**src/shared/sru_map.vh**
```
// sru_map.vh: address map, command fields, flag positions and op codes
// of the shift/rotate unit; definitions only, included by bare name.
`ifndef SRU_MAP_VH
`define SRU_MAP_VH

// avalon byte offsets of the control registers
`define SRU_OFF_CMD 8'h00
`define SRU_OFF_FLAGS 8'h04
`define SRU_OFF_ACC 8'h08
// register pairs: address[7:5] == this, index in address[4:2]
`define SRU_RF_TAG 3'h2
// operand memory: address[7:6] == this, index in address[5:2]
`define SRU_MEM_TAG 2'h2

// command word fields
`define SRU_CMD_OP 2:0
`define SRU_CMD_CNT 6:4
`define SRU_CMD_SEL 11:8
`define SRU_CMD_PAIR 10:8
`define SRU_CMD_W 12
`define SRU_CMD_BPAIR 11:9
`define SRU_CMD_HI 8
`define SRU_CMD_BODY 11:0
`define SRU_CMD_ISSUED 1'h1

// bus address fields: pair tag, memory tag, memory and pair index
`define SRU_ADR_RF 7:5
`define SRU_ADR_MEM 7:6
`define SRU_ADR_MIDX 5:2
`define SRU_ADR_RIDX 4:2

// operation codes
`define SRU_OP_RRC 3'h0
`define SRU_OP_RLC 3'h1
`define SRU_OP_LRB 3'h2
`define SRU_OP_LLB 3'h3
`define SRU_OP_LRW 3'h4
`define SRU_OP_LLW 3'h5
`define SRU_OP_NRR 3'h6
`define SRU_OP_NRL 3'h7

// flag register bit positions; other bits reserved, read zero
`define SRU_F_CARRY 0
`define SRU_F_PV 2
`define SRU_F_NIBC 4
`define SRU_F_Z 6
`define SRU_F_S 7
`define SRU_FLAG_MASK 8'hD5

// reset values
`define SRU_RST_FLAGS 8'h00
`define SRU_RST_ACC 8'h00
`define SRU_RST_WORD 16'h0000
`define SRU_RST_CMD 13'h0000

`endif

```
**src/rtl/sru_mem.v**
```verilog
// sru_mem: 16-byte operand memory for the nibble rotates.
// assumes one port, read data registered every clock.
`timescale 1ns/10ps
module sru_mem (
  // clock
  input wire mclk_i,
  // access port
  input wire [3:0] addr_i,
  input wire we_i,
  input wire [7:0] wdata_i,
  output reg [7:0] rdata_o
);
  reg [7:0] mem_reg [0:15];

  // read-before-write: the old byte comes out on a write cycle
  always @(posedge mclk_i) begin
    rdata_o <= mem_reg[addr_i];
    if (we_i) begin
      mem_reg[addr_i] <= wdata_i;
    end
  end
endmodule // sru_mem

```
**src/rtl/sru_step.v**
```verilog
// sru_step: one step of a shift or rotate, purely combinational.
// assumes byte ops carry their operand in d_i[7:0].
`timescale 1ns/10ps
`include "sru_map.vh"
module sru_step (
  // operation
  input wire [2:0] op_i,
  input wire [15:0] d_i,
  input wire cin_i,
  // result
  output reg [15:0] q_o,
  output reg cout_o
);
  always @* begin
    q_o = d_i;
    cout_o = cin_i;
    case (op_i)
      `SRU_OP_RRC: begin
        q_o = {8'h00, cin_i, d_i[7:1]};
        cout_o = d_i[0];
      end
      `SRU_OP_RLC: begin
        q_o = {8'h00, d_i[6:0], cin_i};
        cout_o = d_i[7];
      end
      `SRU_OP_LRB: begin
        q_o = {8'h00, 1'h0, d_i[7:1]};
        cout_o = d_i[0];
      end
      `SRU_OP_LLB: begin
        q_o = {8'h00, d_i[6:0], 1'h0};
        cout_o = d_i[7];
      end
      `SRU_OP_LRW: begin
        q_o = {1'h0, d_i[15:1]};
        cout_o = d_i[0];
      end
      `SRU_OP_LLW: begin
        q_o = {d_i[14:0], 1'h0};
        cout_o = d_i[15];
      end
      default: begin
        q_o = d_i;
        cout_o = cin_i;
      end
    endcase
  end
endmodule // sru_step

```
**src/rtl/sru_core.v**
```verilog
// sru_core: shift/rotate execution unit with its own register pairs,
// accumulator, flag register and operand memory, reached over an
// avalon-mm slave with waitrequest. assumes a single master that holds
// each request until it samples waitrequest low.
// Behaviour
// - rotate right through carry, count 0-7
// - rotate left through carry, count 0-7
// - zero count changes neither destination nor flags; nibble rotates ignore the count and always run
// - byte ops set parity flag on even ones
// - carry rotates keep sign, zero, nibble carry
// - right shifts feed zero into top bit
// - right shifts clear sign flag
// - shifts set zero flag from whole result
// - shifts force nibble carry flag clear
// - left shifts feed zero, carry gets top
// - byte left shift: sign is bit 7
// - word left shift: sign is bit 15
// - word shifts: parity over low byte only
// - right shifts: carry is last bit out
// - word shifts use 16-bit pair, count 0-7
// - right nibble rotate through accumulator and memory
// - left nibble rotate through accumulator and memory
// - nibble rotates keep accumulator upper nibble
// - nibble memory byte addressed by register pair
//
// The implementer's own choices: register access over Avalon-MM and the register addresses.
`timescale 1ns/10ps
`include "sru_map.vh"
module sru_core (
  // clock and reset
  input wire mclk_i,
  input wire rst_i,
  // avalon-mm slave
  input wire [7:0] address_i,
  input wire read_i,
  input wire write_i,
  input wire [31:0] writedata_i,
  input wire [3:0] byteenable_i,
  output reg [31:0] readdata_o,
  output reg waitrequest_o,
  // state views
  output reg [7:0] flags_o,
  output reg [7:0] acc_o
);
  localparam ST_IDLE = 6'h01;
  localparam ST_STEP = 6'h02;
  localparam ST_NIB = 6'h04;
  localparam ST_BRD = 6'h08;
  localparam ST_ACK = 6'h10;
  localparam ST_HOLD = 6'h20;

  reg [5:0] state_reg;
  reg [12:0] cmd_reg;
  reg [7:0] flags_reg;
  reg [7:0] acc_reg;
  reg [15:0] rf_reg [0:7];
  reg [15:0] wk_reg;
  reg carry_reg;
  reg [2:0] cnt_reg;
  reg [3:0] nib_addr_reg;
  integer i;

  wire [15:0] step_q;
  wire step_c;
  wire [7:0] mem_q;
  reg [3:0] mem_addr;
  reg mem_we;
  reg [7:0] mem_wd;

  // bus decode
  wire req = (read_i | write_i) & waitrequest_o & (state_reg == ST_IDLE);
  wire hit_rf = (address_i[`SRU_ADR_RF] == `SRU_RF_TAG);
  wire hit_mem = (address_i[`SRU_ADR_MEM] == `SRU_MEM_TAG);
  wire [2:0] op = cmd_reg[`SRU_CMD_OP];
  wire [2:0] new_op = writedata_i[`SRU_CMD_OP];
  wire [3:0] new_sel = writedata_i[`SRU_CMD_SEL];
  wire [2:0] new_pair = writedata_i[`SRU_CMD_PAIR];
  wire new_cmd = req & write_i & (address_i == `SRU_OFF_CMD);

  // byte-enable merge, used for register pair writes only
  function [15:0] merge16;
    input [15:0] old_v;
    input [15:0] new_v;
    input [1:0] be;
    begin
      merge16 = {be[1] ? new_v[15:8] : old_v[15:8],
                 be[0] ? new_v[7:0] : old_v[7:0]};
    end
  endfunction

  // byte register n lives in pair n/2, odd n is the high byte
  function [7:0] pick_byte;
    input [15:0] w;
    input hi;
    begin
      pick_byte = hi ? w[15:8] : w[7:0];
    end
  endfunction

  function [15:0] put_byte;
    input [15:0] w;
    input hi;
    input [7:0] b;
    begin
      put_byte = hi ? {b, w[7:0]} : {w[15:8], b};
    end
  endfunction

  function is_nibble;
    input [2:0] o;
    begin
      is_nibble = (o == `SRU_OP_NRR) | (o == `SRU_OP_NRL);
    end
  endfunction

  function is_word;
    input [2:0] o;
    begin
      is_word = (o == `SRU_OP_LRW) | (o == `SRU_OP_LLW);
    end
  endfunction

  sru_step u_step (
    .op_i(op),
    .d_i(wk_reg),
    .cin_i(carry_reg),
    .q_o(step_q),
    .cout_o(step_c)
  );

  sru_mem u_mem (
    .mclk_i(mclk_i),
    .addr_i(mem_addr),
    .we_i(mem_we),
    .wdata_i(mem_wd),
    .rdata_o(mem_q)
  );

  // nibble rotate results from the fetched byte
  reg [7:0] nib_acc;
  reg [7:0] nib_mem;
  always @* begin
    if (op == `SRU_OP_NRR) begin
      nib_acc = {acc_reg[7:4], mem_q[3:0]};
      nib_mem = {acc_reg[3:0], mem_q[7:4]};
    end else begin
      nib_acc = {acc_reg[7:4], mem_q[7:4]};
      nib_mem = {mem_q[3:0], acc_reg[3:0]};
    end
  end

  // operand memory port: nibble write-back wins, then fetch, then bus
  always @* begin
    mem_addr = address_i[`SRU_ADR_MIDX];
    mem_we = 1'h0;
    mem_wd = writedata_i[7:0];
    if (state_reg == ST_NIB) begin
      mem_addr = nib_addr_reg;
      mem_we = 1'h1;
      mem_wd = nib_mem;
    end else if (new_cmd) begin
      mem_addr = rf_reg[new_pair][3:0];
    end else if (req & write_i & hit_mem) begin
      mem_we = byteenable_i[0];
    end
  end

  // flags after the last step; rotates keep sign, zero, nibble carry
  reg [7:0] fl_done;
  always @* begin
    fl_done = flags_reg;
    fl_done[`SRU_F_CARRY] = step_c;
    if (op == `SRU_OP_RRC || op == `SRU_OP_RLC) begin
      fl_done[`SRU_F_PV] = ~^step_q[7:0];
    end else begin
      fl_done[`SRU_F_PV] = ~^step_q[7:0];
      fl_done[`SRU_F_NIBC] = 1'h0;
      if (is_word(op)) begin
        fl_done[`SRU_F_Z] = (step_q == 16'h0000);
      end else begin
        fl_done[`SRU_F_Z] = (step_q[7:0] == 8'h00);
      end
      if (op == `SRU_OP_LRB || op == `SRU_OP_LRW) begin
        fl_done[`SRU_F_S] = 1'h0;
      end else if (op == `SRU_OP_LLW) begin
        fl_done[`SRU_F_S] = step_q[15];
      end else begin
        fl_done[`SRU_F_S] = step_q[7];
      end
    end
  end

  always @(posedge mclk_i) begin
    if (rst_i) begin
      state_reg <= ST_IDLE;
      cmd_reg <= `SRU_RST_CMD;
      flags_reg <= `SRU_RST_FLAGS;
      acc_reg <= `SRU_RST_ACC;
      wk_reg <= `SRU_RST_WORD;
      carry_reg <= 1'h0;
      cnt_reg <= 3'h0;
      nib_addr_reg <= 4'h0;
      readdata_o <= 32'h00000000;
      waitrequest_o <= 1'h1;
      flags_o <= `SRU_RST_FLAGS;
      acc_o <= `SRU_RST_ACC;
      for (i = 0; i < 8; i = i + 1) begin
        rf_reg[i] <= `SRU_RST_WORD;
      end
    end else begin
      flags_o <= flags_reg;
      acc_o <= acc_reg;
      case (state_reg)
        ST_IDLE: begin
          if (req) begin
            readdata_o <= 32'h00000000;
            state_reg <= ST_ACK;
            waitrequest_o <= 1'h0;
            if (write_i) begin
              if (address_i == `SRU_OFF_CMD) begin
                cmd_reg <= {`SRU_CMD_ISSUED, writedata_i[`SRU_CMD_BODY]};
                carry_reg <= flags_reg[`SRU_F_CARRY];
                cnt_reg <= writedata_i[`SRU_CMD_CNT];
                if (is_nibble(new_op)) begin
                  // byte fetched this edge, rewritten next cycle
                  nib_addr_reg <= rf_reg[new_pair][3:0];
                  state_reg <= ST_NIB;
                  waitrequest_o <= 1'h1;
                end else if (writedata_i[`SRU_CMD_CNT] != 3'h0) begin
                  if (is_word(new_op)) begin
                    wk_reg <= rf_reg[new_pair];
                  end else begin
                    wk_reg <= {8'h00,
                      pick_byte(rf_reg[new_sel[3:1]], new_sel[0])};
                  end
                  state_reg <= ST_STEP;
                  waitrequest_o <= 1'h1;
                end
                // zero count: answered at once, only the command register and step state loaded
              end else if (address_i == `SRU_OFF_FLAGS) begin
                // reserved bits are never stored, so they read zero
                flags_reg <= byteenable_i[0] ?
                  (writedata_i[7:0] & `SRU_FLAG_MASK) : flags_reg;
              end else if (address_i == `SRU_OFF_ACC) begin
                acc_reg <= byteenable_i[0] ? writedata_i[7:0] : acc_reg;
              end else if (hit_rf) begin
                rf_reg[address_i[`SRU_ADR_RIDX]] <= merge16(
                  rf_reg[address_i[`SRU_ADR_RIDX]],
                  writedata_i[15:0], byteenable_i[1:0]);
              end
              // unmapped writes are answered and dropped
            end else begin
              if (address_i == `SRU_OFF_CMD) begin
                readdata_o <= {19'h00000, cmd_reg};
              end else if (address_i == `SRU_OFF_FLAGS) begin
                readdata_o <= {24'h000000, flags_reg};
              end else if (address_i == `SRU_OFF_ACC) begin
                readdata_o <= {24'h000000, acc_reg};
              end else if (hit_rf) begin
                readdata_o <= {16'h0000, rf_reg[address_i[`SRU_ADR_RIDX]]};
              end else if (hit_mem) begin
                // memory data arrive one edge later
                state_reg <= ST_BRD;
                waitrequest_o <= 1'h1;
              end
            end
          end
        end
        ST_STEP: begin
          // one bit per clock keeps the shifter a single stage
          wk_reg <= step_q;
          carry_reg <= step_c;
          cnt_reg <= cnt_reg - 3'h1;
          if (cnt_reg == 3'h1) begin
            flags_reg <= fl_done;
            if (is_word(op)) begin
              rf_reg[cmd_reg[`SRU_CMD_PAIR]] <= step_q;
            end else begin
              rf_reg[cmd_reg[`SRU_CMD_BPAIR]] <= put_byte(
                rf_reg[cmd_reg[`SRU_CMD_BPAIR]],
                cmd_reg[`SRU_CMD_HI], step_q[7:0]);
            end
            state_reg <= ST_ACK;
            waitrequest_o <= 1'h0;
          end
        end
        ST_NIB: begin
          acc_reg <= nib_acc; // flags untouched
          state_reg <= ST_ACK;
          waitrequest_o <= 1'h0;
        end
        ST_BRD: begin
          state_reg <= ST_HOLD;
        end
        ST_HOLD: begin
          readdata_o <= {24'h000000, mem_q};
          state_reg <= ST_ACK;
          waitrequest_o <= 1'h0;
        end
        ST_ACK: begin
          // master takes the answer at this edge
          waitrequest_o <= 1'h1;
          state_reg <= ST_IDLE;
        end
        default: begin
          state_reg <= ST_IDLE;
          waitrequest_o <= 1'h1;
        end
      endcase
    end
  end
endmodule // sru_core

```
**config.mk**
```make
export PLATFORM = sky130hd
export DESIGN_NAME = sru_core
export DESIGN_NICKNAME = d
export VERILOG_FILES = /design/src/rtl/sru_mem.v /design/src/rtl/sru_step.v /design/src/rtl/sru_core.v
export VERILOG_INCLUDE_DIRS = /design/src /design/src/shared
export SDC_FILE = /design/constraint.sdc
export NUM_CORES = 1
export LEC_CHECK = 0
export BUFFER_PORTS_ARGS = -buffer_cell sky130_fd_sc_hd__buf_2
export CAP_MARGIN = 20
export CORE_MARGIN = 8
export CORE_UTILIZATION = 50
export DETAILED_ROUTE_END_ITERATION = 12
export PLACE_DENSITY = 0.65
export SLEW_MARGIN = 10
export SYNTH_ARGS = -nofsm -noshare
export SYNTH_HDL_FRONTEND = slang
export SYNTH_SLANG_ARGS = --single-unit
```
**constraint.sdc**
```tcl
create_clock -name mclk_i -period 3.7 [get_ports mclk_i]
set_input_delay 0.74 -clock mclk_i [delete_from_list [all_inputs] [get_ports mclk_i]]
set_output_delay 0.74 -clock mclk_i [all_outputs]
set_load 0.1 [all_outputs]
```
Yosys cells after proc, flatten, opt, wreduce, memory -nomap -nowiden
Memories as Yosys holds them, arrays and structs flattened. A register that Yosys moved wholly into a read port is not among the register bits.
Index checks and enable logic that the tools add are counted.
Word-level totals
  register bits after elaboration: 108
  bits in writable memories: 256
  bits of input ports: 48
  output and inout bits: 49
  word-level logic and storage cells: 208
  memories kept: 2
Operators by class
  add/subtract/negate cells: 1
  equal/unequal tests: 34
  muxes and demuxes: 111
  bitwise operators: 14
  reduce and logical (&&, ||, !) cells: 31
Memories
  rf_reg: words 8, width 16, read ports 3, clocked after memory_dff 0, wr ports 8, line sru_core.v:56  | reg [15:0] rf_reg [0:7];
  u_mem.mem_reg: words 16, width 8, read ports 1, clocked after memory_dff 1, wr ports 1, line sru_mem.v:13  | reg [7:0] mem_reg [0:15];
Operator list (number)
  two-way mux 16 bit: 15
  two-way mux 8 bit: 17
  case mux 16 bit (6 select lines): 1
  case mux 32 bit (2 select lines): 1
  OR reduction 16 bit: 3
  two-way mux 1 bit: 46
  two-way mux 5 bit: 8
  two-way mux 32 bit: 1
  case mux 16 bit (2 select lines): 1
  case mux 8 bit (2 select lines): 2
  case mux 6 bit (4 select lines): 1
  equality test 3 bit (second input constant): 7
  AND reduction 7 bit: 3
  two-way mux 3 bit: 6
  two-way mux 6 bit: 3
  logical NOT 16 bit: 1
  logical NOT 8 bit: 2
  != test 2 bit (second input constant): 8
  AND reduction 8 bit: 2
  two-way mux 4 bit: 3
  equality test 3 x 2 -> 1 bit (second input constant): 3
  equality test 8 x 3 -> 1 bit (second input constant): 1
  equality test 8 x 4 -> 1 bit (second input constant): 1
  != test 2 x 1 -> 1 bit (second input constant): 4
  29 further kinds: 51

Depth between registers and ports, before layout
  depth in word-level cells: 14
  depth in mapped cells: 11
  mapped depth without buffers: 10

By module
Synthesis repeated with hierarchy kept, for this count alone.
Second synthesis, totals
  cell total of the unflattened synthesis: 1519
  area total of the unflattened synthesis: 18321.3 sq um
Modules (own cells, without submodules)
  sru_core: instances 1, cells an instance 1214, area each 12801.0 sq um, sequential area each 5565.3 sq um
  sru_mem: instances 1, cells an instance 230, area each 5067.4 sq um, sequential area each 4003.8 sq um
  sru_step: instances 1, cells an instance 75, area each 452.9 sq um, sequential area each 0.0 sq um

Worst setup path after synthesis
Ideal clock, no wire load.
  path kind: input -> register
  from: input writedata_i[8]
  to: memory u_mem.mem_reg[4][0], enable pin
  setup time: 370 ps
  arrival time: 2664 ps
  required time: 3330 ps
  path slack: 665 ps
  stages on the path: 8
  buffers on the path: 3
  cell sequence: clkbuf_2 buf_6 mux4_2 mux2i_1 o21ai_1 nand2b_1 buf_2 nor2_1
On the way
  longest elaborated chain between the ends: 3
Ends and longest elaborated chain
  from (decl): line sru_core.v:37  | input wire [31:0] writedata_i,
  memory (8 x 16 bit)
  two-way mux 4 bit: line sru_core.v:161  | end else if (new_cmd) begin
  two-way mux 4 bit: line sru_core.v:157  | if (state_reg == ST_NIB) begin
  to (decl): line sru_mem.v:13
Every way passes these cells.

==> summary.txt <==
Yosys
  – Syn Area/Cell: 11.7 µm²
  – Syn Inst Count: 1,550
  – Register area share after synthesis: 0.525
  – Ys Warns: 0
  – Synth cell types: 73
  – Post-synth ARST share: 0
  – Syn Std Cell Area: 0.0182 mm²
  – Main synth FF type: edfxtp_1
  – Synthesis-stage register bit count: 350
  – Post-synth EDFFs: 256

Timing
  – Post-route minimum period: roughly 3.4 ns
  – Final period util: 0.918
  – Setup TNS: 0 ns
  – RSZ-0062 raised after global routing: no
  – Setup Viol. Count Final: 0
  – Max Slew Vio Count: 0
  – Hold WS: 0.454 ns
  – Slew @ Worst Pin: 0.796 ns
  – Worst Skew: 0.0300 ns
  – Final count of hold timing violations: 0
  – Highest Clock Rate: 294 MHz
  – Slew HR: 0.467

Min path
  – Hold Crit Class: register to register
  – Hold Path Origin: cnt_reg[1]
  – Hold Path End: cnt_reg[1]
  – Hold Path Cell Cnt: 2

Clocking
  – Clock transition at path regs: 0.06 ns
  – CTS sink cnt: 350
  – CTS tree: done
  – Setup bufs post-CTS: 0
  – PostCTS Resize Cnt: 0
  – Clock root buffer master: clkbuf_16
  – Inserted Clock Buffers: 39
  – CTS max path bufs: 3
  – Later-pin clock latency in the skew report: ~0.54 ns
  – H-tree Lvls: 2
  – CTS hold repair buffers: 0

Route
  – Vias per cell: 6.24
  – Wire per inst: ~24 µm
  – DRT iter0 DRCs: 1,511
  – Post-route DRC: 0
  – DR pass1 iterations: 5
  – Post-route ant nets: 0
  – Post-Route WL: 50,000 µm
  – Total number of vias: 13,300

Final layout
  – Share of post-route cells with drive strength above 1: 0.234
  – Nets: 1,685
  – P&R area growth vs syn: 12.7%
  – ANT cells: 0
  – Most common cell after layout, fill and taps aside: edfxtp_1
  – Cell area after layout: 0.0205 mm²
  – Most frequent cells in the layout: edfxtp_1, nor2_1, nand2_1

Setup path
  – Critical path arrival: 3.57 ns
  – Worst Reg-to-Reg Cells: 6
  – Crit path kind: register to register
  – Reg2Reg Capture Point: rf_reg[6][0]
  – Crit start category: register
  – WP data required: ~3.9 ns
  – Worst-path fanout max: 11
  – Flop2flop setup slack: 0.30 ns
  – RR Startpoint: state_reg[5]
  – Worst Setup End Kind: register
  – CP startpoint: state_reg[5]

Power
  – Power per cell area: 458 mW/mm²
  – Combinational power share: 0.128
  – VDD IR max: 231 µV
  – Seq pwr share: 0.464
  – LEAKAGE: 7.27 nW
  – Total Power: 0.00940 W
  – Internal: ~0.007 W
  – Switching Power: between 0.002 and 0.0025 W
  – Net Sw Frac: 0.259
  – Clk pwr share: 0.408

GRT
  – Number of global-route vias before repair: 12,800
  – First-pass GRT wire length: 76,500 µm
  – GRT overflow: 0
  – Initial antenna violation count: 0
  – Largest net degree at the start of global routing: 61
  – Total GRT Usage: 0.235

Flow run
  – Max-Cap Viols: 0

Die
  – Initial Util: 0.502
  – I/O pin cnt: 97
  – Site row count: 70
  – DIE HEIGHT: slightly above 200 µm
  – Die width: 207 µm
  – Core Area: 0.0363 mm²
  – Die Area: 0.0428 mm²

Place
  – Dpl cell area: 0.0193 mm²
  – # port buffers: 59
  – Hpwl dp: 35,300 µm
  – Placer Congestion: just under 0.9

Outcome
  – Status: finished clean
==> layout make-up <==
type	count	area [µm²]
clock buffer	47	1070
tap	468	586
inverter	11	41.3
multi-input combinational	1080	8050
clock inverter	20	199
sequential	350	9570
fill	3011	15700
timing repair buffer	149	1010
==> synth_stat cells (7+ instances only) <==
cell	number	area, µm²
mux2i_1	39	390
inv_1	11	41.3
a31oi_1	27	169
nor2_1	221	830
mux2_2	23	259
a211o_1	12	105
a211oi_1	25	188
mux4_2	104	2340
nand2b_1	25	156
nand2_2	13	81.3
o211ai_1	14	105
a21oi_1	97	485
o221ai_1	12	105
edfxtp_1	256	7690
clkbuf_1	57	214
a21o_1	18	135
o21ai_0	41	205
nor2b_1	25	156
buf_2	39	195
nor3_1	12	60.1
nand3_1	19	95.1
o22ai_1	10	62.6
nand2_1	180	676
buf_1	7	26.3
a22o_1	16	140
o32ai_1	9	78.8
a22oi_1	20	150
a21oi_4	8	130
dfxtp_1	94	1880
buf_4	20	150
==> worst max-delay path, stage by stage, from the launching register on <==
cell and delay, ns:
dfxtp_1 0.38, or4_4 0.60, nor4_4 0.63, o21ai_0 0.25, nor2_1 0.54, nand2_2 0.26
nand2b_1 0.36
==> power groups by stage <==
| stage | Clock, W | Sequential [W] | Combinational (W) |
|---|---|---|---|
| final | 0.00384 | 0.00436 | 0.00120 |
| after global routing | 0.00403 | 0.00437 | 0.00127 |
| after CTS | 0.00388 | 0.00436 | 0.00119 |
| after detailed placement | 0 | 0.00444 | 0.00118 |
| after global placement | 0 | 0.00443 | 0.00117 |
| after floorplan | 0 | 0.00446 | 0.000804 |
==> per-stage QoR <==
| step | util | instances | setup WS, ns |
|---|---|---|---|
| detailed placement | 0.531 | 2058 | 0.258 |
| global route | 0.566 | 2125 | 0.174 |
| floorplan | - | 1568 | 0.665 |
| finish | 0.566 | 2125 | 0.304 |
| global placement | 0.531 | 2058 | 0.258 |
| CTS | 0.566 | 2125 | 0.392 |
==> how the worst max path moves through the flow <==
stage | end | slack [ns]
3_5_place_dp | u_mem.rdata_o[0] | 0.26
6_report | rf_reg[6][0] | 0.30
4_1_cts | rf_reg[4][1] | 0.39
5_1_grt | rf_reg[6][0] | 0.17
3_3_place_gp | u_mem.rdata_o[0] | 0.26
2_1_floorplan | u_mem.mem_reg[4][0] | 0.67
==> per-layer routing <==
metal  wire length [µm]  track usage
met1              21100        0.331
met2              22700        0.365
met3               4730       0.0479
met4               1520       0.0766
met5                  0            0
==> logic make-up after synthesis <==
logic type / synth area share
buf+inv: 0.0370
fa+ha+maj: 0.00412
xor+xnor: 0.00144
compound gates: 0.132
simple gates: 0.134
mux: 0.166
flops: 0.525
other cells: 0.000206
(Power assumes the default switching activity.)
